===== src/logic/ifp_pkg.sv =====
// package for the in-application flash programming controller
package ifp_pkg;
  // register indices on the cpu data-memory port
  localparam logic [3:0] ADDR_CTRL_MAIN = 4'h0;
  localparam logic [3:0] ADDR_CHIP_RST = 4'h1;
  localparam logic [3:0] ADDR_CTRL_AUX = 4'h2;
  localparam logic [3:0] ADDR_ADR_LO = 4'h3;
  localparam logic [3:0] ADDR_ADR_HI = 4'h4;
  localparam logic [3:0] ADDR_DAT0_LO = 4'h5;
  localparam logic [3:0] ADDR_DAT0_HI = 4'h6;
  localparam logic [3:0] ADDR_DAT1_LO = 4'h7;
  localparam logic [3:0] ADDR_DAT1_HI = 4'h8;
  localparam logic [3:0] ADDR_DAT2_LO = 4'h9;
  localparam logic [3:0] ADDR_DAT2_HI = 4'ha;
  localparam logic [3:0] ADDR_DAT3_LO = 4'hb;
  localparam logic [3:0] ADDR_DAT3_HI = 4'hc;
  // main control field positions
  localparam int BIT_EW_EN = 7;
  localparam int BIT_MODE_LO = 4;
  localparam int BIT_UNLOCK = 3;
  localparam int BIT_WR_START = 2;
  localparam int BIT_RD_EN = 1;
  localparam int BIT_RD_START = 0;
  // aux control field positions
  localparam int BIT_TSEL = 1;
  localparam int BIT_BUF_CLR = 0;
  // mode codes
  localparam logic [2:0] MODE_WRITE = 3'h0;
  localparam logic [2:0] MODE_ERASE = 3'h1;
  localparam logic [2:0] MODE_READ = 3'h3;
  localparam logic [2:0] MODE_UNLOCK = 3'h6;
  // reset values and keys
  localparam logic [7:0] RST_BYTE = 8'h00;
  localparam logic [7:0] CHIP_RST_KEY = 8'h55;
  localparam logic [7:0] KEY_D1L = 8'h00;
  localparam logic [7:0] KEY_D2L = 8'h0d;
  localparam logic [7:0] KEY_D3L = 8'hc3;
  localparam logic [7:0] KEY_D1H = 8'h04;
  localparam logic [7:0] KEY_D2H = 8'h09;
  localparam logic [7:0] KEY_D3H = 8'h40;
  // timing at the 20 MHz core clock
  localparam int CLK_NS = 50;
  localparam int ERASE_US_FAST = 3200;
  localparam int WRITE_US_FAST = 2200;
  localparam int ERASE_US_SLOW = 3700;
  localparam int WRITE_US_SLOW = 3000;
  localparam int ERASE_CYC_FAST = (ERASE_US_FAST * 1000 + CLK_NS - 1) / CLK_NS;
  localparam int WRITE_CYC_FAST = (WRITE_US_FAST * 1000 + CLK_NS - 1) / CLK_NS;
  localparam int ERASE_CYC_SLOW = (ERASE_US_SLOW * 1000 + CLK_NS - 1) / CLK_NS;
  localparam int WRITE_CYC_SLOW = (WRITE_US_SLOW * 1000 + CLK_NS - 1) / CLK_NS;
  localparam int UNLOCK_CYC = 64;
  localparam int READ_CYC = 2;
  localparam int PAGE_WORDS = 32;
  // cpu register port
  typedef struct packed {
    logic wr;
    logic [3:0] addr;
    logic [7:0] wdata;
  } ifp_bus_t;
  // flash array port
  typedef struct packed {
    logic erase;
    logic prog;
    logic read;
    logic [11:0] addr;
  } ifp_arr_req_t;
endpackage


===== src/logic/ifp_ctrl.sv =====
// self_programming flash controller: registers, unlock, page buffer, sequencer
// Summary of operation
// [RQ1] pages of 32 words; single-word reads
// [RQ2] software erases a page before writing
// [RQ3] buffer loads only while erase/write enabled
// [RQ4] write start bit clears when write done
// [RQ5] read refused while read enable is low
// [RQ6] read start bit clears when read done
// [RQ7] address 11:5 page, 4:0 word offset
// [RQ8] buffer clear bit self-clears when done
// [RQ9] high data write loads word, bumps address
// [RQ10] address holds at last word of page
// [RQ11] buffer cleared after every page write
// [RQ12] software clears buffer and rewrites on error
// [RQ13] enable flag hardware-set only; zero disables
// [RQ14] modes: write, erase, read, unlock
// [RQ15] no erase/write unless unlocked
// [RQ16] unlock bit starts timer, clears on expiry
// [RQ17] software writes key before timer expires
// [RQ18] six key bytes, wrong key stays locked
// [RQ19] software never sets three start bits together
// [RQ20] cpu stalls while an operation runs
// [RQ21] software waits stable sub clock, completion
// [RQ22] timing select picks erase/write durations
// [RQ23] 55h into reset key resets the chip
// [RQ24] erase tags addresses via high data writes
// [RQ25] read word lands in data pair zero
// [RQ26] operation ends after duration and array done
`timescale 1ns/10ps
module ifp_ctrl #(
  parameter int ERASE_FAST = ifp_pkg::ERASE_CYC_FAST,
  parameter int WRITE_FAST = ifp_pkg::WRITE_CYC_FAST,
  parameter int ERASE_SLOW = ifp_pkg::ERASE_CYC_SLOW,
  parameter int WRITE_SLOW = ifp_pkg::WRITE_CYC_SLOW
) (
  // clock and reset
  input wire logic core_clk,
  input wire logic arst_n,
  // cpu register port
  input wire ifp_pkg::ifp_bus_t bus,
  input wire logic [3:0] rd_addr,
  output logic [7:0] rd_data,
  output logic cpu_stall,
  output logic chip_rst_req,
  // flash array
  output ifp_pkg::ifp_arr_req_t arr_req,
  output logic [15:0] arr_wdata,
  output logic [31:0] arr_tag,
  input wire logic arr_busy,
  input wire logic [15:0] arr_rdata
);
  typedef enum logic [2:0] {IFP_IDLE, IFP_ERASE, IFP_WRITE, IFP_READ, IFP_CLEAR} ifp_state_t;

  ifp_state_t state_r;
  logic ew_en_r;
  logic [2:0] mode_r;
  logic unlock_r;
  logic wr_start_r;
  logic rd_en_r;
  logic rd_start_r;
  logic tsel_r;
  logic buf_clr_r;
  logic [7:0] chip_key_r;
  logic [11:0] addr_r;
  logic [7:0] dat_lo_r [4];
  logic [7:0] dat_hi_r [4];
  logic [15:0] wbuf_r [ifp_pkg::PAGE_WORDS];
  logic [31:0] tag_r;
  logic [4:0] ptr_r;
  logic [6:0] ulk_cnt_r;
  logic [7:0] rd_data_r;
  logic stall_r;
  logic chip_rst_r;
  ifp_pkg::ifp_arr_req_t req_r;
  logic [15:0] wdata_r;
  logic [1:0] rd_cnt_r;
  logic tmr_load;
  logic [17:0] tmr_count;
  logic tmr_expired;
  logic w_ctrl;
  logic w_aux;
  logic w_hi0;
  logic go_erase;
  logic go_write;
  logic go_read;
  logic key_ok;
  logic [17:0] dur_erase;
  logic [17:0] dur_write;

  // register write decode
  assign w_ctrl = bus.wr & (bus.addr == ifp_pkg::ADDR_CTRL_MAIN);
  assign w_aux = bus.wr & (bus.addr == ifp_pkg::ADDR_CTRL_AUX);
  assign w_hi0 = bus.wr & (bus.addr == ifp_pkg::ADDR_DAT0_HI);

  // operation launch conditions
  assign go_erase = w_ctrl & bus.wdata[ifp_pkg::BIT_WR_START] & ew_en_r
    & (bus.wdata[6:4] == ifp_pkg::MODE_ERASE); // [RQ15] [RQ14]
  assign go_write = w_ctrl & bus.wdata[ifp_pkg::BIT_WR_START] & ew_en_r
    & (bus.wdata[6:4] == ifp_pkg::MODE_WRITE); // [RQ15] [RQ14]
  assign go_read = w_ctrl & bus.wdata[ifp_pkg::BIT_RD_START] & bus.wdata[ifp_pkg::BIT_RD_EN]
    & (bus.wdata[6:4] == ifp_pkg::MODE_READ); // [RQ5] [RQ14]

  // unlock key compare over data pairs one to three
  assign key_ok = (dat_lo_r[1] == ifp_pkg::KEY_D1L) & (dat_lo_r[2] == ifp_pkg::KEY_D2L)
    & (dat_lo_r[3] == ifp_pkg::KEY_D3L) & (dat_hi_r[1] == ifp_pkg::KEY_D1H)
    & (dat_hi_r[2] == ifp_pkg::KEY_D2H) & (dat_hi_r[3] == ifp_pkg::KEY_D3H); // [RQ18]

  // duration selection
  assign dur_erase = tsel_r ? 18'(ERASE_SLOW) : 18'(ERASE_FAST); // [RQ22]
  assign dur_write = tsel_r ? 18'(WRITE_SLOW) : 18'(WRITE_FAST); // [RQ22]
  assign tmr_load = (state_r == IFP_IDLE) & (go_erase | go_write);
  assign tmr_count = go_erase ? dur_erase : dur_write;

  // minimum erase/write duration
  ifp_op_timer #(
    .W(18)
  ) u_timer (
    .core_clk(core_clk),
    .arst_n(arst_n),
    .load(tmr_load),
    .count(tmr_count),
    .expired(tmr_expired)
  );

  // operation sequencer
  always_ff @(posedge core_clk or negedge arst_n) begin
    if (!arst_n) begin
      state_r <= IFP_IDLE;
    end else begin
      unique case (state_r)
        IFP_IDLE: begin
          if (go_erase) begin
            state_r <= IFP_ERASE;
          end else if (go_write) begin
            state_r <= IFP_WRITE;
          end else if (go_read) begin
            state_r <= IFP_READ;
          end else if (w_aux & bus.wdata[ifp_pkg::BIT_BUF_CLR]) begin
            state_r <= IFP_CLEAR;
          end
        end
        IFP_ERASE, IFP_WRITE: begin
          if (tmr_expired & ~arr_busy) begin
            state_r <= IFP_IDLE; // [RQ26]
          end
        end
        IFP_READ: begin
          if (rd_cnt_r == 2'(ifp_pkg::READ_CYC - 1)) begin
            state_r <= IFP_IDLE;
          end
        end
        IFP_CLEAR: begin
          state_r <= IFP_IDLE;
        end
      endcase
    end
  end

  // read latency counter
  always_ff @(posedge core_clk or negedge arst_n) begin
    if (!arst_n) begin
      rd_cnt_r <= 2'h0;
    end else if (state_r == IFP_READ) begin
      rd_cnt_r <= rd_cnt_r + 2'h1;
    end else begin
      rd_cnt_r <= 2'h0;
    end
  end

  // main control register
  always_ff @(posedge core_clk or negedge arst_n) begin
    if (!arst_n) begin
      mode_r <= 3'h0;
      rd_en_r <= 1'b0;
      wr_start_r <= 1'b0;
      rd_start_r <= 1'b0;
    end else begin
      if (w_ctrl) begin
        mode_r <= bus.wdata[6:4];
        rd_en_r <= bus.wdata[ifp_pkg::BIT_RD_EN];
      end
      if (state_r == IFP_IDLE) begin
        wr_start_r <= go_erase | go_write; // [RQ4]
        rd_start_r <= go_read; // [RQ6]
      end else if ((state_r == IFP_ERASE || state_r == IFP_WRITE) && tmr_expired && !arr_busy) begin
        wr_start_r <= 1'b0; // [RQ4] [RQ26]
      end else if (state_r == IFP_READ && rd_cnt_r == 2'(ifp_pkg::READ_CYC - 1)) begin
        rd_start_r <= 1'b0; // [RQ6]
      end
    end
  end

  // erase/write enable flag and unlock trigger
  always_ff @(posedge core_clk or negedge arst_n) begin
    if (!arst_n) begin
      ew_en_r <= 1'b0;
      unlock_r <= 1'b0;
      ulk_cnt_r <= 7'h0;
    end else begin
      if (unlock_r) begin
        ulk_cnt_r <= ulk_cnt_r + 7'h1;
        if (ulk_cnt_r == 7'(ifp_pkg::UNLOCK_CYC - 1)) begin
          unlock_r <= 1'b0; // [RQ16]
          if (key_ok) begin
            ew_en_r <= 1'b1; // [RQ3] [RQ18]
          end
        end
      end else if (w_ctrl && bus.wdata[ifp_pkg::BIT_UNLOCK] && bus.wdata[6:4] == ifp_pkg::MODE_UNLOCK) begin
        unlock_r <= 1'b1; // [RQ16]
        ulk_cnt_r <= 7'h0;
      end
      // software may only clear the flag; hardware set wins
      if (w_ctrl && !bus.wdata[ifp_pkg::BIT_EW_EN] &&
          !(unlock_r && ulk_cnt_r == 7'(ifp_pkg::UNLOCK_CYC - 1) && key_ok)) begin
        ew_en_r <= 1'b0; // [RQ13]
      end
    end
  end

  // aux control, chip reset key
  always_ff @(posedge core_clk or negedge arst_n) begin
    if (!arst_n) begin
      tsel_r <= 1'b0;
      buf_clr_r <= 1'b0;
      chip_key_r <= ifp_pkg::RST_BYTE;
      chip_rst_r <= 1'b0;
    end else begin
      if (w_aux) begin
        tsel_r <= bus.wdata[ifp_pkg::BIT_TSEL];
      end
      if (state_r == IFP_CLEAR) begin
        buf_clr_r <= 1'b0; // [RQ8]
      end else if (w_aux && state_r == IFP_IDLE) begin
        buf_clr_r <= bus.wdata[ifp_pkg::BIT_BUF_CLR];
      end
      if (bus.wr && bus.addr == ifp_pkg::ADDR_CHIP_RST) begin
        chip_key_r <= bus.wdata;
      end
      chip_rst_r <= bus.wr & (bus.addr == ifp_pkg::ADDR_CHIP_RST) & (bus.wdata == ifp_pkg::CHIP_RST_KEY); // [RQ23]
    end
  end

  // address register with page-bounded auto increment
  always_ff @(posedge core_clk or negedge arst_n) begin
    if (!arst_n) begin
      addr_r <= 12'h000;
    end else if (bus.wr && bus.addr == ifp_pkg::ADDR_ADR_LO) begin
      addr_r[7:0] <= bus.wdata;
    end else if (bus.wr && bus.addr == ifp_pkg::ADDR_ADR_HI) begin
      addr_r[11:8] <= bus.wdata[3:0];
    end else if (w_hi0 && ew_en_r && state_r == IFP_IDLE && addr_r[4:0] != 5'h1f) begin
      addr_r[4:0] <= addr_r[4:0] + 5'h1; // [RQ9] [RQ10] [RQ7]
    end
  end

  // data register pairs; read result lands in pair zero
  always_ff @(posedge core_clk or negedge arst_n) begin
    if (!arst_n) begin
      for (int i = 0; i < 4; i++) begin
        dat_lo_r[i] <= ifp_pkg::RST_BYTE;
        dat_hi_r[i] <= ifp_pkg::RST_BYTE;
      end
    end else if (state_r == IFP_READ && rd_cnt_r == 2'(ifp_pkg::READ_CYC - 1)) begin
      dat_lo_r[0] <= arr_rdata[7:0]; // [RQ25]
      dat_hi_r[0] <= arr_rdata[15:8]; // [RQ25]
    end else if (bus.wr && bus.addr >= ifp_pkg::ADDR_DAT0_LO && bus.addr <= ifp_pkg::ADDR_DAT3_HI) begin
      if (bus.addr[0]) begin
        dat_lo_r[2'((bus.addr - ifp_pkg::ADDR_DAT0_LO) >> 1)] <= bus.wdata;
      end else begin
        dat_hi_r[2'((bus.addr - ifp_pkg::ADDR_DAT0_LO) >> 1)] <= bus.wdata;
      end
    end
  end

  // page write buffer and erase tags
  always_ff @(posedge core_clk or negedge arst_n) begin
    if (!arst_n) begin
      for (int i = 0; i < ifp_pkg::PAGE_WORDS; i++) begin
        wbuf_r[i] <= 16'h0000;
      end
      tag_r <= 32'h0;
    end else if (state_r == IFP_CLEAR || (state_r == IFP_WRITE && tmr_expired && !arr_busy)) begin
      for (int i = 0; i < ifp_pkg::PAGE_WORDS; i++) begin
        wbuf_r[i] <= 16'h0000; // [RQ8] [RQ11]
      end
      tag_r <= 32'h0;
    end else if (state_r == IFP_ERASE && tmr_expired && !arr_busy) begin
      tag_r <= 32'h0;
    end else if (w_hi0 && ew_en_r && state_r == IFP_IDLE) begin
      wbuf_r[addr_r[4:0]] <= {bus.wdata, dat_lo_r[0]}; // [RQ3] [RQ9] [RQ1]
      tag_r[addr_r[4:0]] <= 1'b1; // [RQ24]
    end
  end

  // flash array drive: buffer streamed word by word during write
  always_ff @(posedge core_clk or negedge arst_n) begin
    if (!arst_n) begin
      req_r <= '0;
      wdata_r <= 16'h0000;
      ptr_r <= 5'h0;
    end else begin
      req_r.erase <= (state_r == IFP_ERASE) & ~(tmr_expired & ~arr_busy); // [RQ26]
      req_r.prog <= (state_r == IFP_WRITE) & ~(tmr_expired & ~arr_busy); // [RQ26]
      req_r.read <= (state_r == IFP_READ) & (rd_cnt_r != 2'(ifp_pkg::READ_CYC - 1)); // [RQ20]
      if (state_r == IFP_WRITE) begin
        ptr_r <= ptr_r + 5'h1;
        req_r.addr <= {addr_r[11:5], ptr_r}; // [RQ7] [RQ1]
        wdata_r <= wbuf_r[ptr_r];
      end else begin
        ptr_r <= 5'h0;
        req_r.addr <= addr_r;
        wdata_r <= 16'h0000;
      end
    end
  end

  // cpu stall while an operation runs
  always_ff @(posedge core_clk or negedge arst_n) begin
    if (!arst_n) begin
      stall_r <= 1'b0;
    end else if (state_r == IFP_IDLE) begin
      stall_r <= go_erase | go_write | go_read; // [RQ20]
    end else if (state_r != IFP_CLEAR) begin
      stall_r <= ~(((state_r == IFP_ERASE || state_r == IFP_WRITE) && tmr_expired && !arr_busy) ||
        (state_r == IFP_READ && rd_cnt_r == 2'(ifp_pkg::READ_CYC - 1))); // [RQ20]
    end else begin
      stall_r <= 1'b0;
    end
  end

  // registered read mux
  always_ff @(posedge core_clk or negedge arst_n) begin
    if (!arst_n) begin
      rd_data_r <= 8'h00;
    end else begin
      unique case (rd_addr)
        ifp_pkg::ADDR_CTRL_MAIN: rd_data_r <= {ew_en_r, mode_r, unlock_r, wr_start_r, rd_en_r, rd_start_r};
        ifp_pkg::ADDR_CHIP_RST: rd_data_r <= chip_key_r;
        ifp_pkg::ADDR_CTRL_AUX: rd_data_r <= {6'h00, tsel_r, buf_clr_r};
        ifp_pkg::ADDR_ADR_LO: rd_data_r <= addr_r[7:0];
        ifp_pkg::ADDR_ADR_HI: rd_data_r <= {4'h0, addr_r[11:8]};
        ifp_pkg::ADDR_DAT0_LO: rd_data_r <= dat_lo_r[0];
        ifp_pkg::ADDR_DAT0_HI: rd_data_r <= dat_hi_r[0];
        ifp_pkg::ADDR_DAT1_LO: rd_data_r <= dat_lo_r[1];
        ifp_pkg::ADDR_DAT1_HI: rd_data_r <= dat_hi_r[1];
        ifp_pkg::ADDR_DAT2_LO: rd_data_r <= dat_lo_r[2];
        ifp_pkg::ADDR_DAT2_HI: rd_data_r <= dat_hi_r[2];
        ifp_pkg::ADDR_DAT3_LO: rd_data_r <= dat_lo_r[3];
        ifp_pkg::ADDR_DAT3_HI: rd_data_r <= dat_hi_r[3];
        default: rd_data_r <= 8'h00;
      endcase
    end
  end

  assign rd_data = rd_data_r;
  assign cpu_stall = stall_r;
  assign chip_rst_req = chip_rst_r;
  assign arr_req = req_r;
  assign arr_wdata = wdata_r;
  assign arr_tag = tag_r;
endmodule


===== src/logic/ifp_op_timer.sv =====
// minimum-duration down counter for flash operations
`timescale 1ns/10ps
module ifp_op_timer #(
  parameter int W = 18
) (
  // clock and reset
  input wire logic core_clk,
  input wire logic arst_n,
  // control
  input wire logic load,
  input wire logic [W-1:0] count,
  // status
  output logic expired
);
  logic [W-1:0] cnt_r;

  // load and count down to zero
  always_ff @(posedge core_clk or negedge arst_n) begin
    if (!arst_n) begin
      cnt_r <= '0;
    end else if (load) begin
      cnt_r <= count;
    end else if (cnt_r != '0) begin
      cnt_r <= cnt_r - 1'b1;
    end
  end

  assign expired = (cnt_r == '0) & ~load;
endmodule


===== config.mk =====
export PLATFORM = sky130hd
export DESIGN_NAME = ifp_ctrl
export DESIGN_NICKNAME = d
export VERILOG_FILES = /design/src/logic/ifp_pkg.sv /design/src/logic/ifp_ctrl.sv /design/src/logic/ifp_op_timer.sv
export SDC_FILE = /design/constraint.sdc
export NUM_CORES = 2
export LEC_CHECK = 0
export ABC_AREA = 1
export BUFFER_PORTS_ARGS = -buffer_cell sky130_fd_sc_hd__buf_2
export CORE_UTILIZATION = 40
export DETAILED_ROUTE_END_ITERATION = 7
export PLACE_DENSITY_LB_ADDON = 0.05
export REMOVE_ABC_BUFFERS = 1
export SYNTH_ARGS = -nofsm -noshare
export SYNTH_HDL_FRONTEND = slang
export SYNTH_HIERARCHICAL = 1
export SYNTH_SLANG_ARGS = --single-unit

===== constraint.sdc =====
create_clock -name core_clk -period 4.9 [get_ports core_clk]
set_input_delay 0.49 -clock core_clk [delete_from_list [all_inputs] [get_ports core_clk]]
set_output_delay 0.49 -clock core_clk [all_outputs]
set_load 0.02 [all_outputs]

* After elaboration in Yosys (flattened, before gate mapping)
Index checks and enable logic that the tools add are counted.
Word-level totals: flip-flop bits (word level) 714, input bits 36, output and inout port bits 73
Cells by class: add/sub/neg operators 6, magnitude comparators 9, equal/unequal tests 42, mux-type cells 62, bitwise logic cells 37, reduce and logical (&&, ||, !) cells 62
Operators with widths (count):
- 2-to-1 mux 512 bit | 3
- bitwise mux 512 bit | 1
- 2-to-1 mux 32 bit | 7
- one-hot mux 8 bit (13 select lines) | 1
- binary-select mux 16 bit (select 5 bit) | 1
- demux 16 bit (select 5 bit) | 1
- bitwise mux 32 bit | 2
- 2-to-1 mux 16 bit | 4
- 2-to-1 mux 18 bit | 2
- 2-to-1 mux 17 bit | 2
- bitwise OR 32 bit | 1
- logical AND 1 bit | 25
- 2-to-1 mux 5 bit | 5
- AND 1 bit | 24
- == test 4 x 3 -> 1 bit, second input constant | 6
- 2-to-1 mux 8 bit | 3
- nonzero test 2 bit | 12
- == test 4 bit, second input constant | 5
- zero test 18 bit | 1
- 2-to-1 mux 3 bit | 6
- nonzero test 18 bit | 1
- subtractor 18 x 1 -> 18 bit, second input constant | 1
- 2-to-1 mux 1 bit | 17
- demux 8 bit (select 2 bit) | 1
- 45 further kinds | 86

* Depth between registers and ports, before layout
word-level depth 15, mapped depth 22, depth with buffers taken out 20

* Modules after synthesis
The synthesis kept the hierarchy.
By module, submodules not included:
- ifp_ctrl | instances 1, cells each 4460, area each 33474.6 sq um
- ifp_op_timer | instances 1, cells each 183, area each 1265.0 sq um

* Least setup slack after synthesis
OpenSTA, ideal clock, no wires.
path type in2reg, start point input bus[8] (netlist bit), end point register wbuf_r[406] (netlist bit), setup time 116 ps, data arrival time 3066 ps, path slack 1718 ps, stages on the path 22, path buffers 2, path through inv_1 ha_1 nand2_1 inv_1 nand2_1 nor2_1 o21ai_0 inv_1 nand2_1 inv_1 inv_1 nand3_4 nor2_4 inv_1 nor2_1 nand2_2 nand2_2 buf_6 o21ai_4 buf_4 nand2_1 nand2_1
On the way: cells in the longest elaborated chain, start to end 14, elaborated cells between the ends (all ways) 23, those cells by class eq/ne: 2; mux: 1; bitwise: 10; reduce/logical: 10
Ends and longest elaborated chain:
- start, declared | line ifp_ctrl.sv:40 | input wire ifp_pkg::ifp_bus_t bus,
- zero test 4 bit * | line ifp_ctrl.sv:91 | assign w_ctrl = bus.wr & (bus.addr == ifp_pkg::ADDR_CTRL_MAIN);
- AND 1 bit * | line ifp_ctrl.sv:91
- AND 1 bit * (2 in a row) | line ifp_ctrl.sv:96, ifp_ctrl.sv:98
- AND 1 bit, on equally long branches | line ifp_ctrl.sv:97, ifp_ctrl.sv:99
- bitwise OR 1 bit * | line ifp_ctrl.sv:111 | assign tmr_load = (state_r == IFP_IDLE) & (go_erase | go_write);
- AND 1 bit * | line ifp_ctrl.sv:111
- net tmr_load | line ifp_ctrl.sv:77 | logic tmr_load;
- inverter 1 bit * | line ifp_op_timer.sv:28 | assign expired = (cnt_r == '0) & ~load;
- AND 1 bit * | line ifp_op_timer.sv:28
- net tmr_expired | line ifp_ctrl.sv:79 | logic tmr_expired;
- logical AND 1 bit (2 in a row) | line ifp_ctrl.sv:282 | end else if (state_r == IFP_CLEAR || (state_r == IFP_WRITE && tmr_expired && !arr_busy)) begin
- logical OR 1 bit | line ifp_ctrl.sv:282
- inequality test 2 bit (no line) / nonzero test 2 bit (equally long branches)
- AND reduction 2 bit (no line)
- end signal, assigned by index | line ifp_ctrl.sv:290 | wbuf_r[addr_r[4:0]] <= {bus.wdata, dat_lo_r[0]};
- end, declared | line ifp_ctrl.sv:67 | logic [15:0] wbuf_r [ifp_pkg::PAGE_WORDS];
The timed path passes the listed nets; every way through them passes the cells marked *. A chain may end at the register's enable or synchronous reset.

* Worst setup path after layout
start point input bus[8] (netlist bit), end point register wbuf_r[368] (netlist bit)
Same word-level chain as after synthesis.

==> run_results.csv <==
group,metric,value,unit
worst_setup_path,crit_top_cell,"inv_1",
routing,ant_nets,0,
run_status,status,"completed",
yosys,ys_warn_count,6,
floorplanning,die-width,297,µm
clock_network,clkTransAtPathRegs,0.06,ns
global_route,gr-total-overflow,0,
clock_network,clk_latency,0.65,ns
worst_setup_path,rr_endpoint,"wbuf_r[368]$_DFFE_PN0P_",
worst_setup_path,cp_slowest_cell,"buf_4",
pwr,power.total,13.9,mW
layout,syn_to_final_growth,13.1,%
layout,num_antenna_cells,0,
sta,max_slew_margin,26.0,%
sta,setup_violations,0,
worst_setup_path,cp_max_fo,16,
pwr,irDropWorstVdd,0.233,mV
global_route,grt_pass1_vias,28500,
routing,drt_pass1_iterations,5,
routing,drt_iter0_drc,2731,
pwr,seq_power_share,45.3,%
worst_setup_path,r2r-start,"u_timer/cnt_r[0]$_DFFE_PN0N_",
pwr,switching_power,3.49,mW
pwr,leakage,20.7,nW
global_route,grt_antenna_before_repair,2,
clock_network,ctsLongestPathBuffers,3,
pwr,power_frac_comb,6.4,%
pwr,p_int,10.4,mW
clock_network,cts_sinks,714,
yosys,synth_seq_area_share,51.4,%
worst_hold_path,min_to,"chip_rst_req$_DFF_PN0_",
yosys,synth_flop_cell,"dfrtp_1",
clock_network,clockRootBuffer,"clkbuf_16",
global_route,grt_pass1_wl,185000,µm
worst_setup_path,worstPathRequired,5.42,ns
yosys,ys_seq_elements,714,
clock_network,hold_buffers,1,
pwr,pwr_density_cell,354,mW/mm²
routing,wl_per_cell,20.5,µm
worst_setup_path,cpPeakStageDelay,0.42,ns
placement,port_buffers,108,
layout,fin_util,45.9,%
sta,rsz0062_at_grt,"false",
worst_hold_path,min_from,"bus[7]",
routing,drcViolationCount,0,
yosys,yosysUniqueCellTypes,45,
worst_setup_path,rr_worst_depth,14,
layout,fill_cells,8745,
worst_setup_path,worstPathArrival,3.91,ns
layout,drive_gt1_share,8.79,%
layout,layout_commonest_cell,"nand2_1",
clock_network,postCtsResizedCells,0,
sta,drv_slew,0,
yosys,syn-cell-area,0.0347,mm²
sta,skew,0.0290,ns
job,drv_cap,0,
layout,final_cell_mix,"nand2_1, dfrtp_1, nand3_1",
floorplanning,die_h,297,µm
layout,nets,4717,
clock_network,cts_tree,"built",
global_route,grt_start_max_net_pins,129,
yosys,syn_area_per_cell,7.48,µm²
yosys,async_flop_share,100,%
pwr,swShare,25.1,%
floorplanning,num_io_pins,109,
worst_setup_path,worst_setup_path_end_kind,"flip-flop",
worst_hold_path,hp-class,"input pin to flip-flop",
sta,fin_crit,3.39,ns
placement,place_area,0.0363,mm²
floorplanning,coreArea,0.0855,mm²
floorplanning,rows,107,
placement,dpl.hpwl,74700,µm
sta,fin_ws,1.51,ns
placement,preCtsSetupSlack,0.846,ns
sta,worstMarginPinSlew,1.11,ns
worst_setup_path,crit_type,"input pin to flip-flop",
routing,drt_wl_total,120000,µm
yosys,synth_edf_count,0,
clock_network,h-tree-depth,3,
clock_network,postCtsSetupBuffers,0,
placement,routabilityCongestion,0.872,
yosys,syn_inst,4643,
floorplanning,die_area,0.0880,mm²
sta,hold_viol_final,0,
worst_setup_path,start_kind,"input pin",
pwr,p_clk_share,48.3,%
routing,viasPerCell,5.07,
sta,fin_crit_sh,69.1,%
floorplanning,start_util,40.6,%
worst_setup_path,r2r_slack,1.70,ns
worst_hold_path,whs_path_depth,2,
sta,clock.fmax,295,MHz
clock_network,cts_buffers,85,
worst_setup_path,crit_chain,"buf_2 > inv_1 > ha_1 > nand2_1 > inv_1 > nand2_1 > nor2_1 > o21ai_0 > inv_1 > nand2_1 > inv_1 > inv_1 > nand3_4 > nor2_4 > inv_1 > nor2_1 > nand2_2 > nand2_4 > buf_4 > o21ai_2 > nand2_1 > nand2_1",
routing,vias,29800,
layout,fin_area,0.0393,mm²
global_route,track_usage,27.4,%
## worst max-delay path, delay by kind of cell
family / cells / cell delay (ns)
and+or+nand+nor: 11 / 1.73
buffers and inverters: 8 / 1.01
AOI/OAI and AO/OA: 2 / 0.44
adders and majority gates: 1 / 0.22
## how the worst max path moves through the flow
stage | from | to
2_1_floorplan | ptr_r[0]$_DFF_PN0_ | arr_wdata[0]$_DFF_PN0_
3_3_place_gp | bus[8] | wbuf_r[374]$_DFFE_PN0P_
3_5_place_dp | bus[8] | wbuf_r[370]$_DFFE_PN0P_
4_1_cts | bus[8] | wbuf_r[368]$_DFFE_PN0P_
5_1_grt | bus[8] | wbuf_r[383]$_DFFE_PN0P_
6_report | bus[8] | wbuf_r[368]$_DFFE_PN0P_
## stage by stage
stage,cells,hold WS [ns],setup TNS [ns]
after floorplan,4392,0.194,-99.80
after global placement,5718,0.399,0
after detailed placement,5718,0.396,0
after CTS,5874,0.0377,0
after global routing,5874,0.0649,0
final,5874,0.0680,0
## logic make-up (layout without fill, tap and decap cells)
| kind of cell | Yosys count | after routing | synth area share (%) |
|---|---|---|---|
| compound gates | 308 | 308 | 5.54 |
| fa+ha+maj | 19 | 19 | 0.684 |
| simple gates | 3162 | 3162 | 36.6 |
| other cells | 2 | 7 | 0.0216 |
| xor+xnor | 5 | 5 | 0.126 |
| flops | 714 | 714 | 51.4 |
| mux | 1 | 1 | 0.0288 |
| buf+inv | 432 | 514 | 5.58 |
## Yosys cell counts (19+ instances only)
cell         n  share of area, %
inv_1      149               1.6
o21ai_4     30               1.4
a21oi_1    138               2.0
dfrtp_1    714                51
nand3_1    366               5.3
nor2_1     193               2.1
nand2_1   2509                27
nand3b_1    33              0.71
buf_2       63              0.91
o21ai_0    108               1.6
clkbuf_1   131               1.4
ha_1        19              0.68
buf_4       36              0.78
## state kept, by name (all words and copies together), names as in the netlist, 2 cells and up
signal         flops
addr_r            12
arr_req           15
arr_tag           32
arr_wdata         16
chip_key_r         8
dat_hi_r          32
dat_lo_r          32
mode_r             3
ptr_r              5
rd_cnt_r           2
rd_data            8
state_r            3
u_timer/cnt_r     18
ulk_cnt_r          7
wbuf_r           512
## cell type report
type / instances / area (µm²) / share of cell area, %
clock inverters: 29 / 444 / 1.13
flip-flops and latches: 714 / 17900 / 45.5
repair buffers: 183 / 1330 / 3.38
multi-input cells: 3502 / 15000 / 38.3
clock buffers: 126 / 2490 / 6.35
well taps: 1144 / 1430 / 3.64
inverters: 176 / 669 / 1.70
## power by group through the flow
stage          Clock (mW)  Sequential (mW)  Combinational, mW
2_1_floorplan           0             6.39              0.404
3_3_place_gp            0             6.40              0.890
3_5_place_dp            0             6.40              0.895
4_1_cts              6.84             6.30              0.900
5_1_grt              7.08             6.33              0.993
6_report             6.72             6.30              0.888
## routing by layer
metal | vias to the layer above | global-route usage, % | share of wire (%)
li1 | 14500 | - | -
met1 | 14400 | 39.3 | 46
met5 | - | 0 | 0
met3 | 143 | 4.11 | 5.9
met4 | 0 | 7.12 | 2.3
met2 | 808 | 43.1 | 46
Power figures use the tool's default switching activity.
